**src/verilog/gio_pkg.sv**
```systemverilog
package gio_pkg;

   // -----------------------------------------------------------------
   // Register indices and byte addresses
   // -----------------------------------------------------------------
   localparam logic [7:0]  GIO_IDX_HOT       = 8'h02;
   localparam logic [7:0]  GIO_IDX_COLD      = 8'h03;
   localparam logic [7:0]  GIO_IDX_RAIL      = 8'h04;
   localparam logic [31:0] GIO_ADDR_HOT      = {22'h0, GIO_IDX_HOT, 2'h0};
   localparam logic [31:0] GIO_ADDR_COLD     = {22'h0, GIO_IDX_COLD, 2'h0};
   localparam logic [31:0] GIO_ADDR_RAIL     = {22'h0, GIO_IDX_RAIL, 2'h0};

   // -----------------------------------------------------------------
   // Field layout and reset values
   // -----------------------------------------------------------------
   localparam int          GIO_GATE_W        = 4;
   localparam int          GIO_RAIL_W        = 2;
   localparam logic [3:0]  GIO_HOT_RST       = 4'h0;
   localparam logic [3:0]  GIO_COLD_RST      = 4'h0;
   localparam logic [1:0]  GIO_RAIL_RST      = 2'h0;

   // -----------------------------------------------------------------
   // Decode constants (volts, and tenths of a volt)
   // -----------------------------------------------------------------
   localparam logic [5:0]  GIO_HOT_BASE_V    = 6'h10;
   localparam logic [5:0]  GIO_COLD_BASE_V   = 6'h19;
   localparam logic [4:0]  GIO_DV_1V7        = 5'h11;
   localparam logic [4:0]  GIO_DV_1V8        = 5'h12;
   localparam logic [4:0]  GIO_DV_2V5        = 5'h19;
   localparam logic [4:0]  GIO_DV_OFF        = 5'h00;

   // -----------------------------------------------------------------
   // AHB-Lite encodings
   // -----------------------------------------------------------------
   localparam logic [1:0]  GIO_HTRANS_NONSEQ = 2'h2;
   localparam logic        GIO_HRESP_OKAY    = 1'h0;

   typedef enum logic [1:0]
   {
      GIO_SEL_NONE = 2'b00,
      GIO_SEL_HOT  = 2'b01,
      GIO_SEL_COLD = 2'b10,
      GIO_SEL_RAIL = 2'b11
   } gio_sel_t;

endpackage

```
**src/verilog/gio_gate_decode.sv**
```systemverilog
`timescale 1ns/1ns
module gio_gate_decode
   import gio_pkg::*;
#(
   parameter logic [5:0] BASE_V = 6'h10
)
(
   input  wire logic [3:0] code,
   output logic      [5:0] volts
);

   // -----------------------------------------------------------------
   // Linear 1 V steps from the base level
   // -----------------------------------------------------------------
   always_comb
   begin
      volts = BASE_V + {2'h0, code};
   end

endmodule

```
**src/verilog/gio_rail_decode.sv**
```systemverilog
`timescale 1ns/1ns
module gio_rail_decode
   import gio_pkg::*;
(
   input  wire logic [1:0] code,
   output logic      [4:0] buck_dv,
   output logic            ldo_en,
   output logic      [4:0] ldo_dv
);

   // -----------------------------------------------------------------
   // Rail code table
   // -----------------------------------------------------------------
   always_comb
   begin
      buck_dv = GIO_DV_1V7;
      ldo_en  = 1'b0;
      ldo_dv  = GIO_DV_OFF;
      case (code)
         2'h0:
         begin
            buck_dv = GIO_DV_1V7;
         end
         2'h1:
         begin
            buck_dv = GIO_DV_1V8;
         end
         2'h2:
         begin
            // provisional LDO level
            // Might yet become 1.8 V; kept to one constant
            buck_dv = GIO_DV_2V5;
            ldo_en  = 1'b1;
            ldo_dv  = GIO_DV_1V7;
         end
         default:
         begin
            buck_dv = GIO_DV_2V5;
            ldo_en  = 1'b1;
            ldo_dv  = GIO_DV_1V8;
         end
      endcase
   end

endmodule

```
**src/verilog/gio_regs.sv**
```systemverilog
// Design decision made here: register access over AHB-Lite.
`timescale 1ns/1ns
module gio_regs
   import gio_pkg::*;
(
   input  wire logic        hclk,
   input  wire logic        hresetn,
   input  wire logic        hsel,
   input  wire logic [31:0] haddr,
   input  wire logic [1:0]  htrans,
   input  wire logic        hwrite,
   input  wire logic [2:0]  hsize,
   input  wire logic [31:0] hwdata,
   input  wire logic        hready,
   output logic             hreadyout,
   output logic             hresp,
   output logic      [31:0] hrdata,
   output logic      [5:0]  gate_high_hot_volts,
   output logic      [5:0]  gate_high_cold_volts,
   output logic      [4:0]  buck_logic_output_dv,
   output logic             linear_reg_enable,
   output logic      [4:0]  linear_reg_output_dv
);

   // -----------------------------------------------------------------
   // State
   // -----------------------------------------------------------------
   typedef struct packed
   {
      logic [3:0]  hot;
      logic [3:0]  cold;
      logic [1:0]  rail;
      gio_sel_t    wr_sel;
      logic        ready;
      logic        resp;
      logic [31:0] rdata;
      logic [5:0]  hot_v;
      logic [5:0]  cold_v;
      logic [4:0]  buck_dv;
      logic        ldo_en;
      logic [4:0]  ldo_dv;
   } gio_state_t;

   gio_state_t s;
   gio_state_t next_s;

   logic       acc;
   gio_sel_t   a_sel;
   logic [5:0] hot_v_w;
   logic [5:0] cold_v_w;
   logic [4:0] buck_dv_w;
   logic       ldo_en_w;
   logic [4:0] ldo_dv_w;
   logic [3:0] cur_hot;
   logic [3:0] cur_cold;
   logic [1:0] cur_rail;

   // -----------------------------------------------------------------
   // Decoders
   // -----------------------------------------------------------------
   // hot level decode
   gio_gate_decode #(.BASE_V(GIO_HOT_BASE_V)) u_hot
   (
      .code  (s.hot),
      .volts (hot_v_w)
   );

   gio_gate_decode #(.BASE_V(GIO_COLD_BASE_V)) u_cold
   (
      .code  (s.cold),
      .volts (cold_v_w)
   );

   gio_rail_decode u_rail
   (
      .code    (s.rail),
      .buck_dv (buck_dv_w),
      .ldo_en  (ldo_en_w),
      .ldo_dv  (ldo_dv_w)
   );

   // -----------------------------------------------------------------
   // Address phase decode
   // -----------------------------------------------------------------
   always_comb
   begin
      // BUSY and IDLE start nothing; NONSEQ and SEQ both have bit 1 set
      acc = hsel && hready && htrans[1];
      if (haddr == GIO_ADDR_HOT)
      begin
         a_sel = GIO_SEL_HOT;
      end
      else if (haddr == GIO_ADDR_COLD)
      begin
         a_sel = GIO_SEL_COLD;
      end
      else if (haddr == GIO_ADDR_RAIL)
      begin
         a_sel = GIO_SEL_RAIL;
      end
      else
      begin
         a_sel = GIO_SEL_NONE;
      end
   end

   // -----------------------------------------------------------------
   // Next state
   // -----------------------------------------------------------------
   always_comb
   begin
      next_s = s;
      cur_hot  = s.hot;
      cur_cold = s.cold;
      cur_rail = s.rail;
      case (s.wr_sel)
         GIO_SEL_HOT:
         begin
            cur_hot = hwdata[GIO_GATE_W-1:0];
         end
         GIO_SEL_COLD:
         begin
            cur_cold = hwdata[GIO_GATE_W-1:0];
         end
         GIO_SEL_RAIL:
         begin
            cur_rail = hwdata[GIO_RAIL_W-1:0];
         end
         default:
         begin
         end
      endcase
      next_s.hot  = cur_hot;
      next_s.cold = cur_cold;
      next_s.rail = cur_rail;
      // Zero wait states; every answer is OKAY
      next_s.ready = 1'b1;
      next_s.resp  = GIO_HRESP_OKAY;
      next_s.wr_sel = GIO_SEL_NONE;
      if (acc && hwrite)
      begin
         next_s.wr_sel = a_sel;
      end
      // Read data from post-write values, so a read right after
      // a write to the same register already sees the new field
      if (acc && !hwrite)
      begin
         case (a_sel)
            GIO_SEL_HOT:
            begin
               next_s.rdata = {28'h0, cur_hot};
            end
            GIO_SEL_COLD:
            begin
               next_s.rdata = {28'h0, cur_cold};
            end
            GIO_SEL_RAIL:
            begin
               next_s.rdata = {30'h0, cur_rail};
            end
            default:
            begin
               next_s.rdata = 32'h0;
            end
         endcase
      end
      next_s.hot_v   = hot_v_w;
      next_s.cold_v  = cold_v_w;
      next_s.buck_dv = buck_dv_w;
      next_s.ldo_en  = ldo_en_w;
      next_s.ldo_dv  = ldo_dv_w;
   end

   // -----------------------------------------------------------------
   // State register
   // -----------------------------------------------------------------
   always_ff @(posedge hclk or negedge hresetn)
   begin
      if (!hresetn)
      begin
         s.hot     <= GIO_HOT_RST;
         s.cold    <= GIO_COLD_RST;
         s.rail    <= GIO_RAIL_RST;
         s.wr_sel  <= GIO_SEL_NONE;
         s.ready   <= 1'b1;
         s.resp    <= GIO_HRESP_OKAY;
         s.rdata   <= 32'h0;
         s.hot_v   <= GIO_HOT_BASE_V;
         s.cold_v  <= GIO_COLD_BASE_V;
         s.buck_dv <= GIO_DV_1V7;
         s.ldo_en  <= 1'b0;
         s.ldo_dv  <= GIO_DV_OFF;
      end
      else
      begin
         s <= next_s;
      end
   end

   // -----------------------------------------------------------------
   // Outputs
   // -----------------------------------------------------------------
   assign hreadyout            = s.ready;
   assign hresp                = s.resp;
   assign hrdata               = s.rdata;
   assign gate_high_hot_volts  = s.hot_v;
   assign gate_high_cold_volts = s.cold_v;
   assign buck_logic_output_dv = s.buck_dv;
   assign linear_reg_enable    = s.ldo_en;
   assign linear_reg_output_dv = s.ldo_dv;
endmodule

```
**config.mk**
```make
export PLATFORM = sky130hd
export DESIGN_NAME = gio_regs
export DESIGN_NICKNAME = d
export VERILOG_FILES = /design/src/verilog/gio_pkg.sv /design/src/verilog/gio_gate_decode.sv /design/src/verilog/gio_rail_decode.sv /design/src/verilog/gio_regs.sv
export SDC_FILE = /design/constraint.sdc
export NUM_CORES = 1
export LEC_CHECK = 0
export BUFFER_PORTS_ARGS = -buffer_cell sky130_fd_sc_hd__buf_2
export CORE_UTILIZATION = 40
export CTS_CLUSTER_DIAMETER = 80
export DETAILED_ROUTE_END_ITERATION = 8
export PLACE_DENSITY_LB_ADDON = 0.25
export SLEW_MARGIN = 40
export SYNTH_ARGS = -nofsm -noshare
export SYNTH_HDL_FRONTEND = slang
export SYNTH_SLANG_ARGS = --single-unit
export TNS_END_PERCENT = 10
```
**constraint.sdc**
```tcl
create_clock -name hclk -period 1.76 [get_ports hclk]
set_input_delay 0.352 -clock hclk [delete_from_list [all_inputs] [get_ports hclk]]
set_output_delay 0.352 -clock hclk [all_outputs]
set_load 0.02 [all_outputs]
```
### Word-level counts from Yosys, hierarchy flattened

Cells that the tools add are included.

* register bits after elaboration: 67
* input port bits: 74
* output and inout bits: 57
* logic and storage cells: 41

* add/subtract/negate cells: 2
* equal/unequal tests: 11
* multiplexer cells: 11
* reduce and logical (&&, ||, !) cells: 7

Operator list (number)
* 32-bit by 4-bit == test with 1-bit output (second input constant): 2
* 32-bit by 5-bit == test with 1-bit output (second input constant): 1
* 5-bit by 4-bit adder with 6-bit output (first input constant): 2
* 4-bit one-hot mux with 3 select lines: 1
* 2-bit == test (second input constant): 5
* 2-bit two-way mux: 5
* 5-bit one-hot mux with 2 select lines: 1
* 4-bit two-way mux: 2
* 4-bit one-hot mux with 2 select lines: 1
* 2-bit by 1-bit == test with 1-bit output (second input constant): 3
* 1-bit logical AND: 4
* 2-bit zero test: 1
* 2-bit OR reduction: 1
* 1-bit zero test: 1
* 1-bit two-way mux: 1

### Longest topological paths before layout

* depth after elaboration: 6
* mapped depth: 5
* depth with buffers taken out: 4

### By module

Synthesis repeated with hierarchy kept, for this count alone.

* cell total of the unflattened synthesis: 180
* area total of the unflattened synthesis: 2026.9 um^2

Modules (own cells, without submodules)
* gio_regs: instances 1, cells an instance 152, area an instance 1838.0 um^2, sequential area each 983.4 um^2
* gio_rail_decode: instances 1, cells an instance 13, area an instance 81.3 um^2, sequential area each 0.0 um^2
* gio_gate_decode at u_cold: instances 1, cells an instance 7, area an instance 55.1 um^2, sequential area each 0.0 um^2
* gio_gate_decode at u_hot: instances 1, cells an instance 8, area an instance 52.6 um^2, sequential area each 0.0 um^2

### Least setup slack after synthesis

OpenSTA, ideal clock, no wires.

* path kind: input -> register
* from: in haddr[23]
* to: reg s, in the netlist hrdata[2]
* setup time: 0.110 ns
* arrival: 1.492 ns
* data required time: 1.650 ns
* slack: 0.157 ns
* stages: 4
* path buffers: 0
* cells stage by stage: or4_1 -> nor3_2 -> nand4_2 -> o41ai_1

* word-level cells in the longest chain between the ends: 6
* elaborated cells on any way between the ends: 10
* those cells by class: eq/ne: 6; mux: 4

Ends and longest elaborated chain
* from (decl): RTL line gio_regs.sv:9 `input wire logic [31:0] haddr,`
* 32-bit by 5-bit == test with 1-bit output: RTL line gio_regs.sv:97 `else if (haddr == GIO_ADDR_RAIL)`
* 2-bit two-way mux: RTL line gio_regs.sv:97
* 2-bit two-way mux: RTL line gio_regs.sv:93 `else if (haddr == GIO_ADDR_COLD)`
* 2-bit two-way mux *: RTL line gio_regs.sv:89 `if (haddr == GIO_ADDR_HOT)`
* 2-bit == test or 2-bit by 1-bit == test with 1-bit output (tied branches): RTL line gio_regs.sv:148 `case (a_sel)`
* 4-bit one-hot mux with 3 select lines *: RTL line gio_regs.sv:148
* to (signal assigned): RTL line gio_regs.sv:196 `s <= next_s;`
* to (decl): RTL line gio_regs.sv:44 `gio_state_t s;`

Mark *: on every way between the ends. The rest lies on a longest branch, timed or not.
A chain may end at the register's enable or synchronous reset.

### Worst setup path after layout

* from: reg s[58] in the netlist's numbering
* to: reg s, in the netlist hrdata[0]

* word-level cells in the longest chain between the ends: 3
* elaborated cells on any way between the ends: 7
* those cells by class: eq/ne: 3; mux: 4

Ends and longest elaborated chain
* 2-bit == test: RTL line gio_regs.sv:116 `case (s.wr_sel)`
* 4-bit two-way mux: RTL line gio_regs.sv:116
* net cur_cold[0]: RTL line gio_regs.sv:55 `logic [3:0] cur_cold;`
* 4-bit one-hot mux with 3 select lines: RTL line gio_regs.sv:148

The timed path passes the listed nets, and every way through them passes these cells.

==> flow_metrics.env <==
export IMPL_status="finished clean"
export IMPL_rsz0062_at_grt="no"
export IMPL_hold_buffers=0
export IMPL_finalCritPeriodShare_pct=90.8
export IMPL_start_util_pct=42.1
export IMPL_cts_root_buffer="clkbuf_8"
export IMPL_postRouteAntennaNets=0
export IMPL_gp_congestion=0.719
export IMPL_h_tree_depth=2
export IMPL_hold_path_class="primary input to asynchronous set/reset pin"
export IMPL_yosysTopAreaCellShare_pct=41.3
export IMPL_crit_required_ns=1.91
export IMPL_wirelength_um=2720
export IMPL_final_util_pct=46.6
export IMPL_die_w_um=67.2
export IMPL_cts_buffers_inserted=5
export IMPL_area_growth_pct=10.6
export IMPL_placedCellCount=246
export IMPL_fillers=388
export IMPL_grt_overflow=0
export IMPL_rrSetupSlack_ns=0.16
export IMPL_finalSetupViolations=0
export IMPL_yosysUniqueCellTypes=33
export IMPL_critPathLaunchType="flip-flop"
export IMPL_drtIter0Drc=69
export IMPL_cts_tree="done"
export IMPL_worst_slew_pin_slew_ns=0.675
export IMPL_ff2ff_path_depth=4
export IMPL_fin_nets=278
export IMPL_total_leakage_power_nw=1.01
export IMPL_worstPathCellList="nor2b_1 -> mux2_2 -> a221oi_1 -> o31ai_1"
export IMPL_critical_path_class="flip-flop to flip-flop"
export IMPL_end_kind="flip-flop"
export IMPL_critPathArrivalTime_ns=1.75
export IMPL_postCtsSetupBuffers=0
export IMPL_yosysWarnings=0
export IMPL_timing_critical_path_from="s[58]$_DFF_PN0_"
export IMPL_synth_edf_count=0
export IMPL_dieArea_um2=4510
export IMPL_num_antenna_cells=0
export IMPL_vias=1104
export IMPL_dr_pass1_iters=4
export IMPL_r2r_start="s[58]$_DFF_PN0_"
export IMPL_ys_ff_latch=32
export IMPL_syn_avg_cell_area_um2=11.0
export IMPL_synth_top_flop_cell="dfrtp_1"
export IMPL_cp_max_fo=6
export IMPL_slowest_stage="dfrtp_1"
export IMPL_synth_cells=155
export IMPL_cts_resized=0
export IMPL_clock_skew_ns=0.00360
export IMPL_finalMaxSlewViolations=0
export IMPL_ys_top_cells_by_count="56 x buf_4, 28 x dfrtp_1, 8 x mux2_2, 7 x nand2_1, 6 x nor4_1"
export IMPL_antenna_found_initial=0
export IMPL_cts_sinks=32
export IMPL_p_per_area_nw_per_um2=748
export IMPL_clock_latency_ns=0.28
export IMPL_row_count=23
export IMPL_synth_most_common_cell="buf_4"
export IMPL_cts_clk_slew_worst_paths_ns=0.06
export IMPL_async_reset_ff_share_pct=100
export IMPL_netlist_top_cell_by_area="dfrtp_1"
export IMPL_drv_cap=0
export IMPL_hpwlAfterDp_um=2270
export IMPL_ios=131
export IMPL_grt_max_degree=33
export IMPL_grtUsageTotal_pct=13.1
export IMPL_slowest_delay_ns=0.42
export IMPL_grt_first_pass_wirelength_um=4110
export IMPL_portBuffers=62
export IMPL_vias_per_cell=4.35
export IMPL_core_area_um2=4030
export IMPL_r2r_end="hrdata[0]$_DFFE_PN0P_"
export IMPL_fmax_mhz=626
export IMPL_final_layout_size_suffix_gt1_share_pct=43.6
export IMPL_clockBufferDepth=2
export IMPL_fp_dieH_um=67.2
export IMPL_drc_errors=0
export IMPL_synth_cell_area_um2=1700
export IMPL_hold_violations=0
export IMPL_fin_crit_ns=1.60
export IMPL_grt_pass1_vias=940
export IMPL_wire_per_inst_um=10.7
export IMPL_maxSlewHeadroom_pct=55.0
export IMPL_synthTopCellsByArea="dfrtp_1 41%, buf_4 25%, dfstp_2 6.2%"
export IMPL_final_cells=254
export IMPL_synth_seq_area_share_pct=47.5
export IMPL_peakVddDrop_uv=284
## layer usage
layer,global-route usage (%),share of wire [%],vias to the layer above
met1,11.3,33,499
met2,25.3,54,72
met3,5.24,11,6
met4,7.18,1.9,0
li1,-,-,527
met5,0,0,-
## flip-flops by register name, indices dropped and copies added (netlist names)
signal and count:
gate_high_hot_volts 4, gate_high_cold_volts 6, buck_logic_output_dv 3, hrdata 4, linear_reg_output_dv 3, s 12
## per-stage QoR
step | total power [mW] | setup slack, ns | hold WS (ns) | cell area (um2) | setup TNS, ns
3_3_place_gp | 0.903 | -0.0732 | 0.361 | 1800 | -0.206
4_1_cts | 1.43 | 0.132 | 0.116 | 1880 | 0
3_5_place_dp | 0.904 | -0.0849 | 0.364 | 1800 | -0.276
6_report | 1.41 | 0.162 | 0.106 | 1880 | 0
5_1_grt | 1.47 | 0.0503 | 0.162 | 1880 | 0
2_1_floorplan | 0.895 | 0.157 | 0.0564 | 1830 | 0
## critical path: cells and delay by family, from the launching register on
kind            cells  cell delay [ns]
compound gates      2             0.41
flops               1             0.42
mux                 1             0.39
simple gates        1             0.26
## final cells by class
class / instances / area [um2] / area share, %
repair buffers: 66 / 340 / 18.1
inverters: 2 / 7.51 / 0.400
clock buffers: 7 / 76.3 / 4.06
multi-input cells: 96 / 581 / 30.9
clock inverters: 1 / 5.00 / 0.266
well taps: 50 / 62.6 / 3.33
flip-flops and latches: 32 / 806 / 42.9
## worst max-delay path by stage
stage | slack (ns) | depth (start not counted) | end
2_1_floorplan | 0.16 | 4 | hrdata[2]$_DFFE_PN0P_
3_3_place_gp | -0.07 | 6 | s[57]$_DFF_PN0_
3_5_place_dp | -0.08 | 6 | hrdata[1]$_DFFE_PN0P_
4_1_cts | 0.13 | 4 | hrdata[0]$_DFFE_PN0P_
5_1_grt | 0.05 | 4 | hrdata[0]$_DFFE_PN0P_
6_report | 0.16 | 4 | hrdata[0]$_DFFE_PN0P_
## where the power goes
group / internal [mW] / total, mW / switching (mW)
combinational: 0.0428 / 0.154 / 0.111
clock: 0.276 / 0.515 / 0.238
sequential: 0.736 / 0.736 / 0.000000000393
total: 1.06 / 1.41 / 0.350
## logic make-up (layout without fill, tap and decap cells)
kind of cell    count (synthesis)  after routing  synth area share, %
compound gates                 12             12                 5.45
fa+ha+maj                       1              1                0.737
xor+xnor                        3              3                 1.55
simple gates                   34             34                 12.0
mux                            10             10                 6.49
other cells                     2             36                0.442
flops                          32             32                 47.5
buf+inv                        61             76                 25.9
## layout by cell type, fill, tap and decap left out, types with 4 or more instances in the layout
master / Yosys / final
nand2_1: 7 / 7
buf_4: 56 / 4
buf_2: 0 / 62
conb_1: 2 / 36
dfstp_2: 4 / 4
mux2_2: 8 / 8
dfrtp_1: 28 / 28
clkbuf_8: 0 / 5
nor4_1: 6 / 6
No activity file was read; power rests on OpenSTA's default activity.
